`src/common/csp_pkg.sv`:
```
// Package for the caption and sync pin register bank: map, layouts, modes
package csp_pkg;

  // ----------------------------------------------------------------
  // Register map: printed subaddresses are word indices
  // ----------------------------------------------------------------
  localparam int unsigned ADDR_W = 12; // APB address width
  localparam logic [7:0] IDX_ODD_ONE = 8'h67; // First odd-field caption byte
  localparam logic [7:0] IDX_ODD_TWO = 8'h68; // Second odd-field caption byte
  localparam logic [7:0] IDX_EVEN_ONE = 8'h69; // First even-field extended byte
  localparam logic [7:0] IDX_EVEN_TWO = 8'h6a; // Second even-field extended byte
  localparam logic [7:0] IDX_SYNC_CFG = 8'h6b; // Sync pin configuration byte

  // ----------------------------------------------------------------
  // Reset values
  // ----------------------------------------------------------------
  localparam logic [7:0] CAPTION_RESET = 8'h00; // Caption bytes after reset
  localparam logic [7:0] CFG_RESET = 8'h00; // Both pins rising-edge inputs

  // ----------------------------------------------------------------
  // Field positions inside the configuration byte
  // ----------------------------------------------------------------
  localparam int unsigned POS_A_FUNC_HI = 7; // Pin A function, high bit
  localparam int unsigned POS_A_FUNC_LO = 6; // Pin A function, low bit
  localparam int unsigned POS_H_SRC = 5; // Horizontal source select
  localparam int unsigned POS_A_DIR = 4; // Pin A direction
  localparam int unsigned POS_A_POL = 3; // Pin A polarity
  localparam int unsigned POS_BLANK_FN = 2; // Blanking function
  localparam int unsigned POS_B_DIR = 1; // Pin B direction
  localparam int unsigned POS_B_POL = 0; // Pin B polarity

  // ----------------------------------------------------------------
  // Field sequence periods in fields
  // ----------------------------------------------------------------
  localparam logic [3:0] FIELD_SEQUENCE_NTSC = 4'h4; // Every fourth field
  localparam logic [3:0] FIELD_SEQUENCE_PAL = 4'h8; // Every eighth field
  localparam logic [3:0] FIELD_SEQUENCE_SECAM = 4'hc; // Every twelfth field

  // Pin A signal type
  typedef enum logic [1:0] {
    FUNC_VSYNC = 2'b00, // Vertical sync each field
    FUNC_FRAME = 2'b01, // Odd/even frame sync
    FUNC_FIELD_SEQUENCE = 2'b10, // Field sequence
    FUNC_NA = 2'b11 // Not applicable
  } csp_func_e;

  // Configuration byte, bit 7 first
  typedef struct packed {
    logic [1:0] pin_a_function; // pin_a_function_hi, pin_a_function_lo
    logic horizontal_source_select;
    logic pin_a_direction;
    logic pin_a_polarity;
    logic blanking_function;
    logic pin_b_direction;
    logic pin_b_polarity;
  } csp_cfg_s;

  // Timing from the encoder's sync generator
  typedef struct packed {
    logic [10:0] h_count; // Pixel position in line
    logic [9:0] line_count; // Line number in field
    logic field_start; // One-cycle pulse per field
    logic odd_field; // High during odd field
    logic vsync_active; // Vertical sync level
    logic pal_mode; // PAL encoding selected
    logic secam_mode; // SECAM encoding selected
    logic sync_mode_select; // Take sync from BT.656 stream
    logic bt656_frame_sync; // Decoded frame sync pulse
    logic caption_line_start; // Pulse at start of caption line
    logic caption_bit_strobe; // Pulse per caption data bit
  } csp_timing_s;

  // Window settings kept by other register blocks
  typedef struct packed {
    logic [10:0] pin_b_pulse_start;
    logic [10:0] pin_b_pulse_end;
    logic [9:0] first_active_line;
    logic [9:0] last_active_line;
  } csp_window_s;

  // Byte address of a register index
  function automatic logic [ADDR_W-1:0] csp_reg_addr(input logic [7:0] idx);
    return {2'b00, idx, 2'b00};
  endfunction

endpackage

```
`src/core/csp_edge_detect.sv`:
```
// Polarity-selectable edge detector for a sync pin input
`timescale 1ns/1ns
module csp_edge_detect
  import csp_pkg::*;
(
  input wire logic pclk,
  input wire logic presetn,
  input wire logic pin_in, // Pin level, synchronous to pclk
  input wire logic falling, // High: falling edge is active
  output logic edge_pulse // One cycle per active edge
);

  // ----------------------------------------------------------------
  // Previous sample
  // ----------------------------------------------------------------
  logic prev; // Last pin level
  logic next_prev; // Next last level
  logic armed; // Low until a real sample exists
  logic next_armed; // Next armed state

  // Track the pin each cycle
  always_comb begin
    next_prev = pin_in;
    next_armed = 1'b1;
  end

  // Register the sample
  always_ff @(posedge pclk or negedge presetn) begin
    if (!presetn) begin
      prev <= 1'b0;
      armed <= 1'b0;
    end else begin
      prev <= next_prev;
      armed <= next_armed;
    end
  end

  // Edge choice follows polarity; a pin already active at release is no edge
  assign edge_pulse = armed & (falling ? (prev & ~pin_in) : (~prev & pin_in));

endmodule // csp_edge_detect

```
`src/core/csp_caption_shift.sv`:
```
// LSB-first serializer for one field's caption bytes
`timescale 1ns/1ns
module csp_caption_shift
  import csp_pkg::*;
#(
  parameter int unsigned BYTES = 2 // Bytes per caption line
)(
  input wire logic pclk,
  input wire logic presetn,
  input wire logic load, // Start of caption line
  input wire logic strobe, // Advance one bit
  input wire logic [8*BYTES-1:0] data, // Byte one in low bits
  output logic bit_out, // Current caption bit
  output logic busy // Line being sent
);

  localparam int unsigned W = 8 * BYTES; // Bits per line
  localparam int unsigned CW = $clog2(W); // Bit counter width

  // Refuse sizes other than one to four bytes
  if (BYTES < 1 || BYTES > 4) begin : g_bad_bytes
    $error("BYTES must be 1 to 4");
  end

  typedef enum logic {
    CAP_IDLE = 1'b0, // Waiting for caption line
    CAP_SEND = 1'b1 // Shifting bits out
  } csp_cap_e;

  // ----------------------------------------------------------------
  // Shift state
  // ----------------------------------------------------------------
  csp_cap_e state; // Current state
  csp_cap_e next_state; // Next state
  logic [W-1:0] shreg; // Snapshot, bit 0 is the bit on the output now
  logic [W-1:0] next_shreg; // Next snapshot
  logic [CW-1:0] cnt; // Bits sent in this line
  logic [CW-1:0] next_cnt; // Next count
  logic next_bit_out; // Next output bit

  // Snapshot at line start so a late write cannot tear the line
  always_comb begin
    next_state = state;
    next_shreg = shreg;
    next_cnt = cnt;
    next_bit_out = bit_out;
    unique case (state)
      CAP_IDLE: begin
        // Idle line sits low
        if (load) begin
          next_shreg = data;
          next_cnt = '0;
          next_bit_out = data[0];
          next_state = CAP_SEND;
        end
      end
      CAP_SEND: begin
        if (load) begin
          // Restart on a fresh line
          next_shreg = data;
          next_cnt = '0;
          next_bit_out = data[0];
        end else if (strobe) begin
          if (cnt == CW'(W - 1)) begin
            next_state = CAP_IDLE;
            next_bit_out = 1'b0;
          end else begin
            // Parity sits in each MSB and goes out unchanged
            next_shreg = {1'b0, shreg[W-1:1]};
            next_bit_out = shreg[1];
            next_cnt = cnt + CW'(1);
          end
        end
      end
    endcase
  end

  // Register the shifter
  always_ff @(posedge pclk or negedge presetn) begin
    if (!presetn) begin
      state <= CAP_IDLE;
      shreg <= '0;
      cnt <= '0;
      bit_out <= 1'b0;
    end else begin
      state <= next_state;
      shreg <= next_shreg;
      cnt <= next_cnt;
      bit_out <= next_bit_out;
    end
  end

  assign busy = (state == CAP_SEND);

endmodule // csp_caption_shift

```
`src/core/csp_sync_regs.sv`:
```
// Caption byte registers and sync pin configuration with pin logic
// Summary of operation
// - Odd first byte sent LSB first.
// - Even first byte sent LSB first.
// - Pin A function: vsync, frame, sequence.
// - Sequence period 4, 8, 12 fields.
// - Horizontal source: pin B, A or stream.
// - Bit 4 sets pin A output.
// - Bit 3 inverts pin A level and edge.
// - Pin B output gives horizontal reference.
// - Blanking bit suppresses pulse in vertical blanking.
// - Pin B input serves horizontal sync.
// - Pin B input also drives internal blanking.
// - Bit 1 sets pin B output.
// - Bit 0 inverts pin B level and edge.
// - Reset clears configuration byte.
//
// Our own choice: the APB slave port.
`timescale 1ns/1ns
module csp_sync_regs
  import csp_pkg::*;
(
  input wire logic pclk,
  input wire logic presetn,
  input wire logic psel,
  input wire logic penable,
  input wire logic pwrite,
  input wire logic [ADDR_W-1:0] paddr,
  input wire logic [31:0] pwdata,
  output logic [31:0] prdata,
  output logic pready,
  output logic pslverr,
  input wire csp_timing_s timing,
  input wire csp_window_s window,
  input wire logic sync_pin_a_in,
  output logic sync_pin_a_out,
  output logic sync_pin_a_oe,
  input wire logic sync_pin_b_in,
  output logic sync_pin_b_out,
  output logic sync_pin_b_oe,
  output logic h_trigger,
  output logic v_trigger,
  output logic internal_blank,
  output logic caption_bit,
  output logic caption_busy
);

  // ----------------------------------------------------------------
  // Register bank
  // ----------------------------------------------------------------
  logic [7:0] caption_odd_byte_one; // First odd-field byte
  logic [7:0] caption_odd_byte_two; // Second odd-field byte
  logic [7:0] extended_even_byte_one; // First even-field byte
  logic [7:0] extended_even_byte_two; // Second even-field byte
  csp_cfg_s sync_pin_config; // Pin configuration
  logic [7:0] next_odd_one;
  logic [7:0] next_odd_two;
  logic [7:0] next_even_one;
  logic [7:0] next_even_two;
  csp_cfg_s next_cfg;
  logic [31:0] next_prdata;
  logic next_pslverr;
  logic setup; // APB setup cycle
  logic access; // APB access cycle
  logic mapped; // Address hits a register

  assign setup = psel & ~penable;
  assign access = psel & penable;
  // Read data is staged in the setup cycle, so no wait state is needed
  assign pready = access;

  // Address hit test
  function automatic logic csp_hit(input logic [ADDR_W-1:0] a, input logic [7:0] idx);
    return a == csp_reg_addr(idx);
  endfunction

  assign mapped = csp_hit(paddr, IDX_ODD_ONE) | csp_hit(paddr, IDX_ODD_TWO) | csp_hit(paddr, IDX_EVEN_ONE)
                | csp_hit(paddr, IDX_EVEN_TWO) | csp_hit(paddr, IDX_SYNC_CFG);

  // Write decode and read staging
  always_comb begin
    next_odd_one = caption_odd_byte_one;
    next_odd_two = caption_odd_byte_two;
    next_even_one = extended_even_byte_one;
    next_even_two = extended_even_byte_two;
    next_cfg = sync_pin_config;
    next_prdata = prdata;
    next_pslverr = pslverr;
    if (access && pwrite) begin
      // Writes take effect at the completing edge only
      if (csp_hit(paddr, IDX_ODD_ONE)) begin
        next_odd_one = pwdata[7:0];
      end
      if (csp_hit(paddr, IDX_ODD_TWO)) begin
        next_odd_two = pwdata[7:0];
      end
      if (csp_hit(paddr, IDX_EVEN_ONE)) begin
        next_even_one = pwdata[7:0];
      end
      if (csp_hit(paddr, IDX_EVEN_TWO)) begin
        next_even_two = pwdata[7:0];
      end
      if (csp_hit(paddr, IDX_SYNC_CFG)) begin
        next_cfg = csp_cfg_s'(pwdata[7:0]);
      end
    end
    if (setup) begin
      // Unmapped reads give zero with an error
      next_pslverr = ~mapped;
      next_prdata = '0;
      if (!pwrite) begin
        if (csp_hit(paddr, IDX_ODD_ONE)) begin
          next_prdata = {24'h000000, caption_odd_byte_one};
        end else if (csp_hit(paddr, IDX_ODD_TWO)) begin
          next_prdata = {24'h000000, caption_odd_byte_two};
        end else if (csp_hit(paddr, IDX_EVEN_ONE)) begin
          next_prdata = {24'h000000, extended_even_byte_one};
        end else if (csp_hit(paddr, IDX_EVEN_TWO)) begin
          next_prdata = {24'h000000, extended_even_byte_two};
        end else if (csp_hit(paddr, IDX_SYNC_CFG)) begin
          next_prdata = {24'h000000, sync_pin_config};
        end
      end
    end
  end

  // Register bank flops
  always_ff @(posedge pclk or negedge presetn) begin
    if (!presetn) begin
      caption_odd_byte_one <= CAPTION_RESET;
      caption_odd_byte_two <= CAPTION_RESET;
      extended_even_byte_one <= CAPTION_RESET;
      extended_even_byte_two <= CAPTION_RESET;
      sync_pin_config <= csp_cfg_s'(CFG_RESET);
      prdata <= '0;
      pslverr <= 1'b0;
    end else begin
      caption_odd_byte_one <= next_odd_one;
      caption_odd_byte_two <= next_odd_two;
      extended_even_byte_one <= next_even_one;
      extended_even_byte_two <= next_even_two;
      sync_pin_config <= next_cfg;
      prdata <= next_prdata;
      pslverr <= next_pslverr;
    end
  end

  // ----------------------------------------------------------------
  // Caption serializer
  // ----------------------------------------------------------------
  logic [15:0] caption_pair; // Bytes for the current field

  // Odd field carries captions, even field extended data
  assign caption_pair = timing.odd_field ? {caption_odd_byte_two, caption_odd_byte_one}
                                         : {extended_even_byte_two, extended_even_byte_one};

  csp_caption_shift #(.BYTES(2)) u_caption (
    .pclk(pclk),
    .presetn(presetn),
    .load(timing.caption_line_start),
    .strobe(timing.caption_bit_strobe),
    .data(caption_pair),
    .bit_out(caption_bit),
    .busy(caption_busy)
  );

  // ----------------------------------------------------------------
  // Pin input edges
  // ----------------------------------------------------------------
  logic a_edge; // Active edge on pin A
  logic b_edge; // Active edge on pin B

  csp_edge_detect u_edge_a (
    .pclk(pclk),
    .presetn(presetn),
    .pin_in(sync_pin_a_in),
    .falling(sync_pin_config.pin_a_polarity),
    .edge_pulse(a_edge)
  );

  csp_edge_detect u_edge_b (
    .pclk(pclk),
    .presetn(presetn),
    .pin_in(sync_pin_b_in),
    .falling(sync_pin_config.pin_b_polarity),
    .edge_pulse(b_edge)
  );

  // ----------------------------------------------------------------
  // Field sequence counter and pin outputs
  // ----------------------------------------------------------------
  logic [3:0] seq_count; // Fields since last sequence hit
  logic [3:0] next_seq_count;
  logic [3:0] seq_period; // Fields per sequence
  logic a_level; // Pin A asserted level before polarity
  logic b_horizontal_reference_pulse; // Inside horizontal pulse window
  logic b_active_line; // Inside active lines
  logic next_a_out;
  logic next_b_out;
  logic next_h_trigger;
  logic next_v_trigger;
  logic next_blank;
  logic a_in_mode; // Pin A acts as input
  logic b_in_mode; // Pin B acts as input

  assign a_in_mode = ~sync_pin_config.pin_a_direction;
  assign b_in_mode = ~sync_pin_config.pin_b_direction;
  assign sync_pin_a_oe = sync_pin_config.pin_a_direction;
  assign sync_pin_b_oe = sync_pin_config.pin_b_direction;

  // SECAM outranks PAL in choosing the period
  assign seq_period = timing.secam_mode ? FIELD_SEQUENCE_SECAM : (timing.pal_mode ? FIELD_SEQUENCE_PAL : FIELD_SEQUENCE_NTSC);

  // Pin level, sequence count and trigger selection
  always_comb begin
    next_seq_count = seq_count;
    if (timing.field_start) begin
      // Wrap guards against a period shrinking mid-sequence
      if (seq_count >= seq_period - 4'h1) begin
        next_seq_count = 4'h0;
      end else begin
        next_seq_count = seq_count + 4'h1;
      end
    end
    unique case (csp_func_e'(sync_pin_config.pin_a_function))
      FUNC_VSYNC: a_level = timing.vsync_active;
      FUNC_FRAME: a_level = timing.odd_field;
      FUNC_FIELD_SEQUENCE: a_level = timing.vsync_active & (seq_count == 4'h0);
      default: a_level = 1'b0; // Code 11 drives idle
    endcase
    next_a_out = a_level ^ sync_pin_config.pin_a_polarity;
    b_horizontal_reference_pulse = (timing.h_count >= window.pin_b_pulse_start) && (timing.h_count < window.pin_b_pulse_end);
    b_active_line = (timing.line_count >= window.first_active_line)
                  && (timing.line_count <= window.last_active_line);
    // Reference pulse, cut in vertical blanking when selected
    next_b_out = (b_horizontal_reference_pulse & (~sync_pin_config.blanking_function | b_active_line))
               ^ sync_pin_config.pin_b_polarity;
    // Horizontal source: pin B, else stream or pin A
    if (sync_pin_config.horizontal_source_select) begin
      next_h_trigger = b_edge & b_in_mode & ~timing.sync_mode_select;
    end else if (timing.sync_mode_select) begin
      next_h_trigger = timing.bt656_frame_sync;
    end else begin
      next_h_trigger = a_edge & a_in_mode;
    end
    next_v_trigger = a_edge & a_in_mode & ~timing.sync_mode_select;
    // Pin B level doubles as blanking in this mode
    next_blank = sync_pin_config.blanking_function & b_in_mode & ~timing.sync_mode_select
               & (sync_pin_b_in ^ sync_pin_config.pin_b_polarity);
  end

  // Register pins and triggers
  always_ff @(posedge pclk or negedge presetn) begin
    if (!presetn) begin
      seq_count <= 4'h0;
      sync_pin_a_out <= 1'b0;
      sync_pin_b_out <= 1'b0;
      h_trigger <= 1'b0;
      v_trigger <= 1'b0;
      internal_blank <= 1'b0;
    end else begin
      seq_count <= next_seq_count;
      sync_pin_a_out <= next_a_out;
      sync_pin_b_out <= next_b_out;
      h_trigger <= next_h_trigger;
      v_trigger <= next_v_trigger;
      internal_blank <= next_blank;
    end
  end

  logic wr_cfg; // Completing write to the configuration byte
  assign wr_cfg = access & pwrite & csp_hit(paddr, IDX_SYNC_CFG);
endmodule // csp_sync_regs

```
`config.mk`:
```
export PLATFORM = sky130hd
export DESIGN_NAME = csp_sync_regs
export DESIGN_NICKNAME = d
export VERILOG_FILES = /design/src/common/csp_pkg.sv /design/src/core/csp_edge_detect.sv /design/src/core/csp_caption_shift.sv /design/src/core/csp_sync_regs.sv
export SDC_FILE = /design/constraint.sdc
export NUM_CORES = 1
export LEC_CHECK = 0
export BUFFER_PORTS_ARGS = -buffer_cell sky130_fd_sc_hd__buf_2
export CORE_UTILIZATION = 30
export DETAILED_ROUTE_END_ITERATION = 7
export SKIP_LAST_GASP = 1
export SLEW_MARGIN = 20
export SYNTH_ARGS = -nofsm -noshare
export SYNTH_HDL_FRONTEND = slang
export SYNTH_SLANG_ARGS = --single-unit
```
`constraint.sdc`:
```
create_clock -name pclk -period 1.7 [get_ports pclk]
set_input_delay 0.17 -clock pclk [delete_from_list [all_inputs] [get_ports pclk]]
set_output_delay 0.17 -clock pclk [all_outputs]
set_load 0.01 [all_outputs]
```
==> results.cfg <==
[layout]
drive_gt1_share_pct = 34.2
n_antenna_cell = 0
fin_cells = 857
nets = 801
area_growth_pct = 27.8

[clock_network]
cts_made_buffers = 9
clk_latency_ns = 0.33
clockRootBuffer = clkbuf_16
htreeDepth = 3
clk_pin_slew_ns = 0.06
cts_sinks = 82
cts_tree = built
clockBufferDepth = 2

[logic_synthesis]
synth_top_area_share_pct = 40.4
synthXorXnorAreaFrac_pct = 0.517
yosysTopAreaCell = dfrtp_1
synthSimpleGateAreaFrac_pct = 11.2
yosysMostFrequentCell = dfrtp_1
async_flop_share_pct = 100
synth_seq_area_share_pct = 40.4
synth.distinct_cells = 50
yosysWarnings = 0
yosys.area_share.adder_pct = 11.3
synth_ff_type = dfrtp_1
synthCells = 491
yosys_register_bits = 82
ys_top_cells_by_count = 82 x dfrtp_1, 52 x nand2_1, 52 x o21ai_0, 47 x inv_1, 46 x ha_1
synth_edf_count = 0
synth_compound_area_share_pct = 12.6
synth_area_um2 = 5080
synth_top_family_by_area = multiplexers
synth.area.top_cells = dfrtp_1 40%, ha_1 11%, mux2_2 9.3%, o21ai_0 5.1%, nand2_1 3.8%
synthMuxAreaShare_pct = 15.8
synth_area_per_cell_um2 = 10.3

[global_routing]
grt_max_degree = 53
grt_overflow_total = 0
grt_pass1_wl_mm = 19.2
grt_usage_pct = 13.9
antenna_found_initial = 0
grt_pass1_vias = 3866

[die]
rows = 47
start_util_pct = 30.6
die_x_um = 132
die_y_um = 132
coreArea_um2 = 16600
dieArea_um2 = 17500
pin_count = 166

[timing]
hold_ws_ns = 0.0459
rsz0062_at_grt = false
fmax_ghz = 0.631
finalMaxSlewViolations = 0
period_minus_slack_ns = 1.59
finalHoldViolCount = 0
setup_viol = 0
setup_slack_ns = 0.114
finalSetupTns_ns = 0
worst_clock_skew_ns = 0.00569
period_share_pct = 93.3

[worst_setup_path]
worst_ep_required_time_ns = 1.91
critPathMostFrequentCell = nor3b_4
crit_family = simple AND/OR/NAND/NOR gates
r2r_setup_slack_ns = 0.21
max_stage_delay_ns = 0.33
end_kind = register
worst_setup_path_start_kind = input pin
critPathMaxFanout = 8
crit_type = in -> reg
worst-path-buf-inv = 2
path_cells = buf_2, nor4b_4, nand2_2, nor3b_4, nand3_4, nor3b_4, buf_12, mux2_2
cp_slowest_cell = mux2_2
cp.arrival_ns = 1.80

[power_and_ir_drop]
power_leakage_nw = 3.39
p_seq_share_pct = 42.8
p_sw_mw = 1.25
power_density_nw_per_um2 = 766
intPower_mw = 3.72
p_total_mw = 4.97
p_clk_share_pct = 40.7
peakVddDrop_mv = 0.495
switching_share_pct = 25.1
share_comb_of_total_power_pct = 16.5

[routing]
dr.first_iter.drc_count = 112
via_per_inst = 4.58
first_pass_iters = 4
ant_nets = 0
drt_wl_total_mm = 11.6
routed-via-count = 3924
wire_per_inst_um = 13.5
drc_errors = 0

[placed_design]
place.gp.congestion = 0.755
place_ws_ns = -0.217
portBuffers = 117
place_hpwl_mm = 9.25
place_inst = 838

[flow_run]
cap_violations = 0

[status]
outcome = complete, no violations

[min_path]
hold_path.class = in -> reg
==> layout make-up <==
type	count	area, um2
fill	1656	10100
multi-input combinational	348	2770
sequential	82	2050
timing repair buffer	144	902
clock buffer	15	288
tap	220	275
inverter	47	176
clock inverter	1	30.0
==> path summary, 6_finish.rpt <==
kind                            cells after the start                               endpoint                         start
worst max-delay path                                8  extended_even_byte_two[7]$_DFFE_PN0P_                      paddr[9]
worst min-delay path                                2                    v_trigger$_DFF_PN0_                     timing[3]
worst max register to register                      5           u_caption.cnt[3]$_DFFE_PN0P_  u_caption.cnt[0]$_DFFE_PN0P_
worst min register to register                      2                    pslverr$_DFFE_PN0P_           pslverr$_DFFE_PN0P_
max in group asynchronous                           3    caption_odd_byte_two[0]$_DFFE_PN0P_                       presetn
min in group asynchronous                           2           u_caption.cnt[0]$_DFFE_PN0P_                       presetn
==> power groups by stage <==
| stage | Sequential (mW) | Clock (mW) | Combinational (mW) |
|---|---|---|---|
| 2_1_floorplan | 2.15 | 0 | 0.510 |
| 3_3_place_gp | 2.16 | 0 | 0.810 |
| 3_5_place_dp | 2.16 | 0 | 0.823 |
| 4_1_cts | 2.13 | 2.07 | 0.833 |
| 5_1_grt | 2.14 | 2.16 | 0.952 |
| 6_report | 2.13 | 2.02 | 0.820 |
==> registers in the layout, summed over array words and instances, names as in the netlist, 6 cells and up <==
register / count
caption_odd_byte_one: 8
caption_odd_byte_two: 8
extended_even_byte_one: 8
extended_even_byte_two: 8
prdata: 8
sync_pin_config: 6
u_caption.shreg: 15
==> cell usage in the layout (no fill, tap or decap), types with 7 or more instances in the layout <==
cell / instances
mux2_2: 33
nor2_1: 7
conb_1: 25
ha_1: 46
mux4_2: 8
clkbuf_16: 9
inv_1: 47
nand2_1: 51
buf_4: 16
a22oi_1: 8
buf_12: 8
mux2i_1: 15
o21ai_0: 52
a21o_1: 9
mux2_4: 9
buf_2: 116
dfrtp_1: 82
a21oi_1: 19
nand3_1: 9
==> stage by stage <==
stage               instance area (um2)  utilization, %
floorplan                          5220               -
global placement                   6140            37.0
detailed placement                 6140            37.0
CTS                                6490            39.1
global route                       6490            39.1
finish                             6490            39.1
==> layer usage <==
layer	part of all wire [%]	track usage (%)	vias to the layer above
li1	-	-	1973
met1	46	17.9	1815
met2	48	23.5	124
met3	5.0	2.42	12
met4	1.2	5.04	0
met5	0	0	-
==> timing repair <==
item / in CTS / in global routing
hold endpoints to repair: 19 / 0
setup endpoints to repair: 0 / 2
gates resized for setup: 0 / 1
hold buffers: 3 / 0
setup buffers: 0 / 0
==> cell families (layout without fill, tap and decap cells) <==
| group | after synthesis | after routing |
|---|---|---|
| other cells | 2 | 25 |
| xor+xnor | 3 | 3 |
| simple gates | 101 | 101 |
| flops | 82 | 82 |
| fa+ha+maj | 46 | 46 |
| mux | 65 | 65 |
| compound gates | 108 | 108 |
| buf+inv | 84 | 207 |
(Power assumes the default switching activity.)
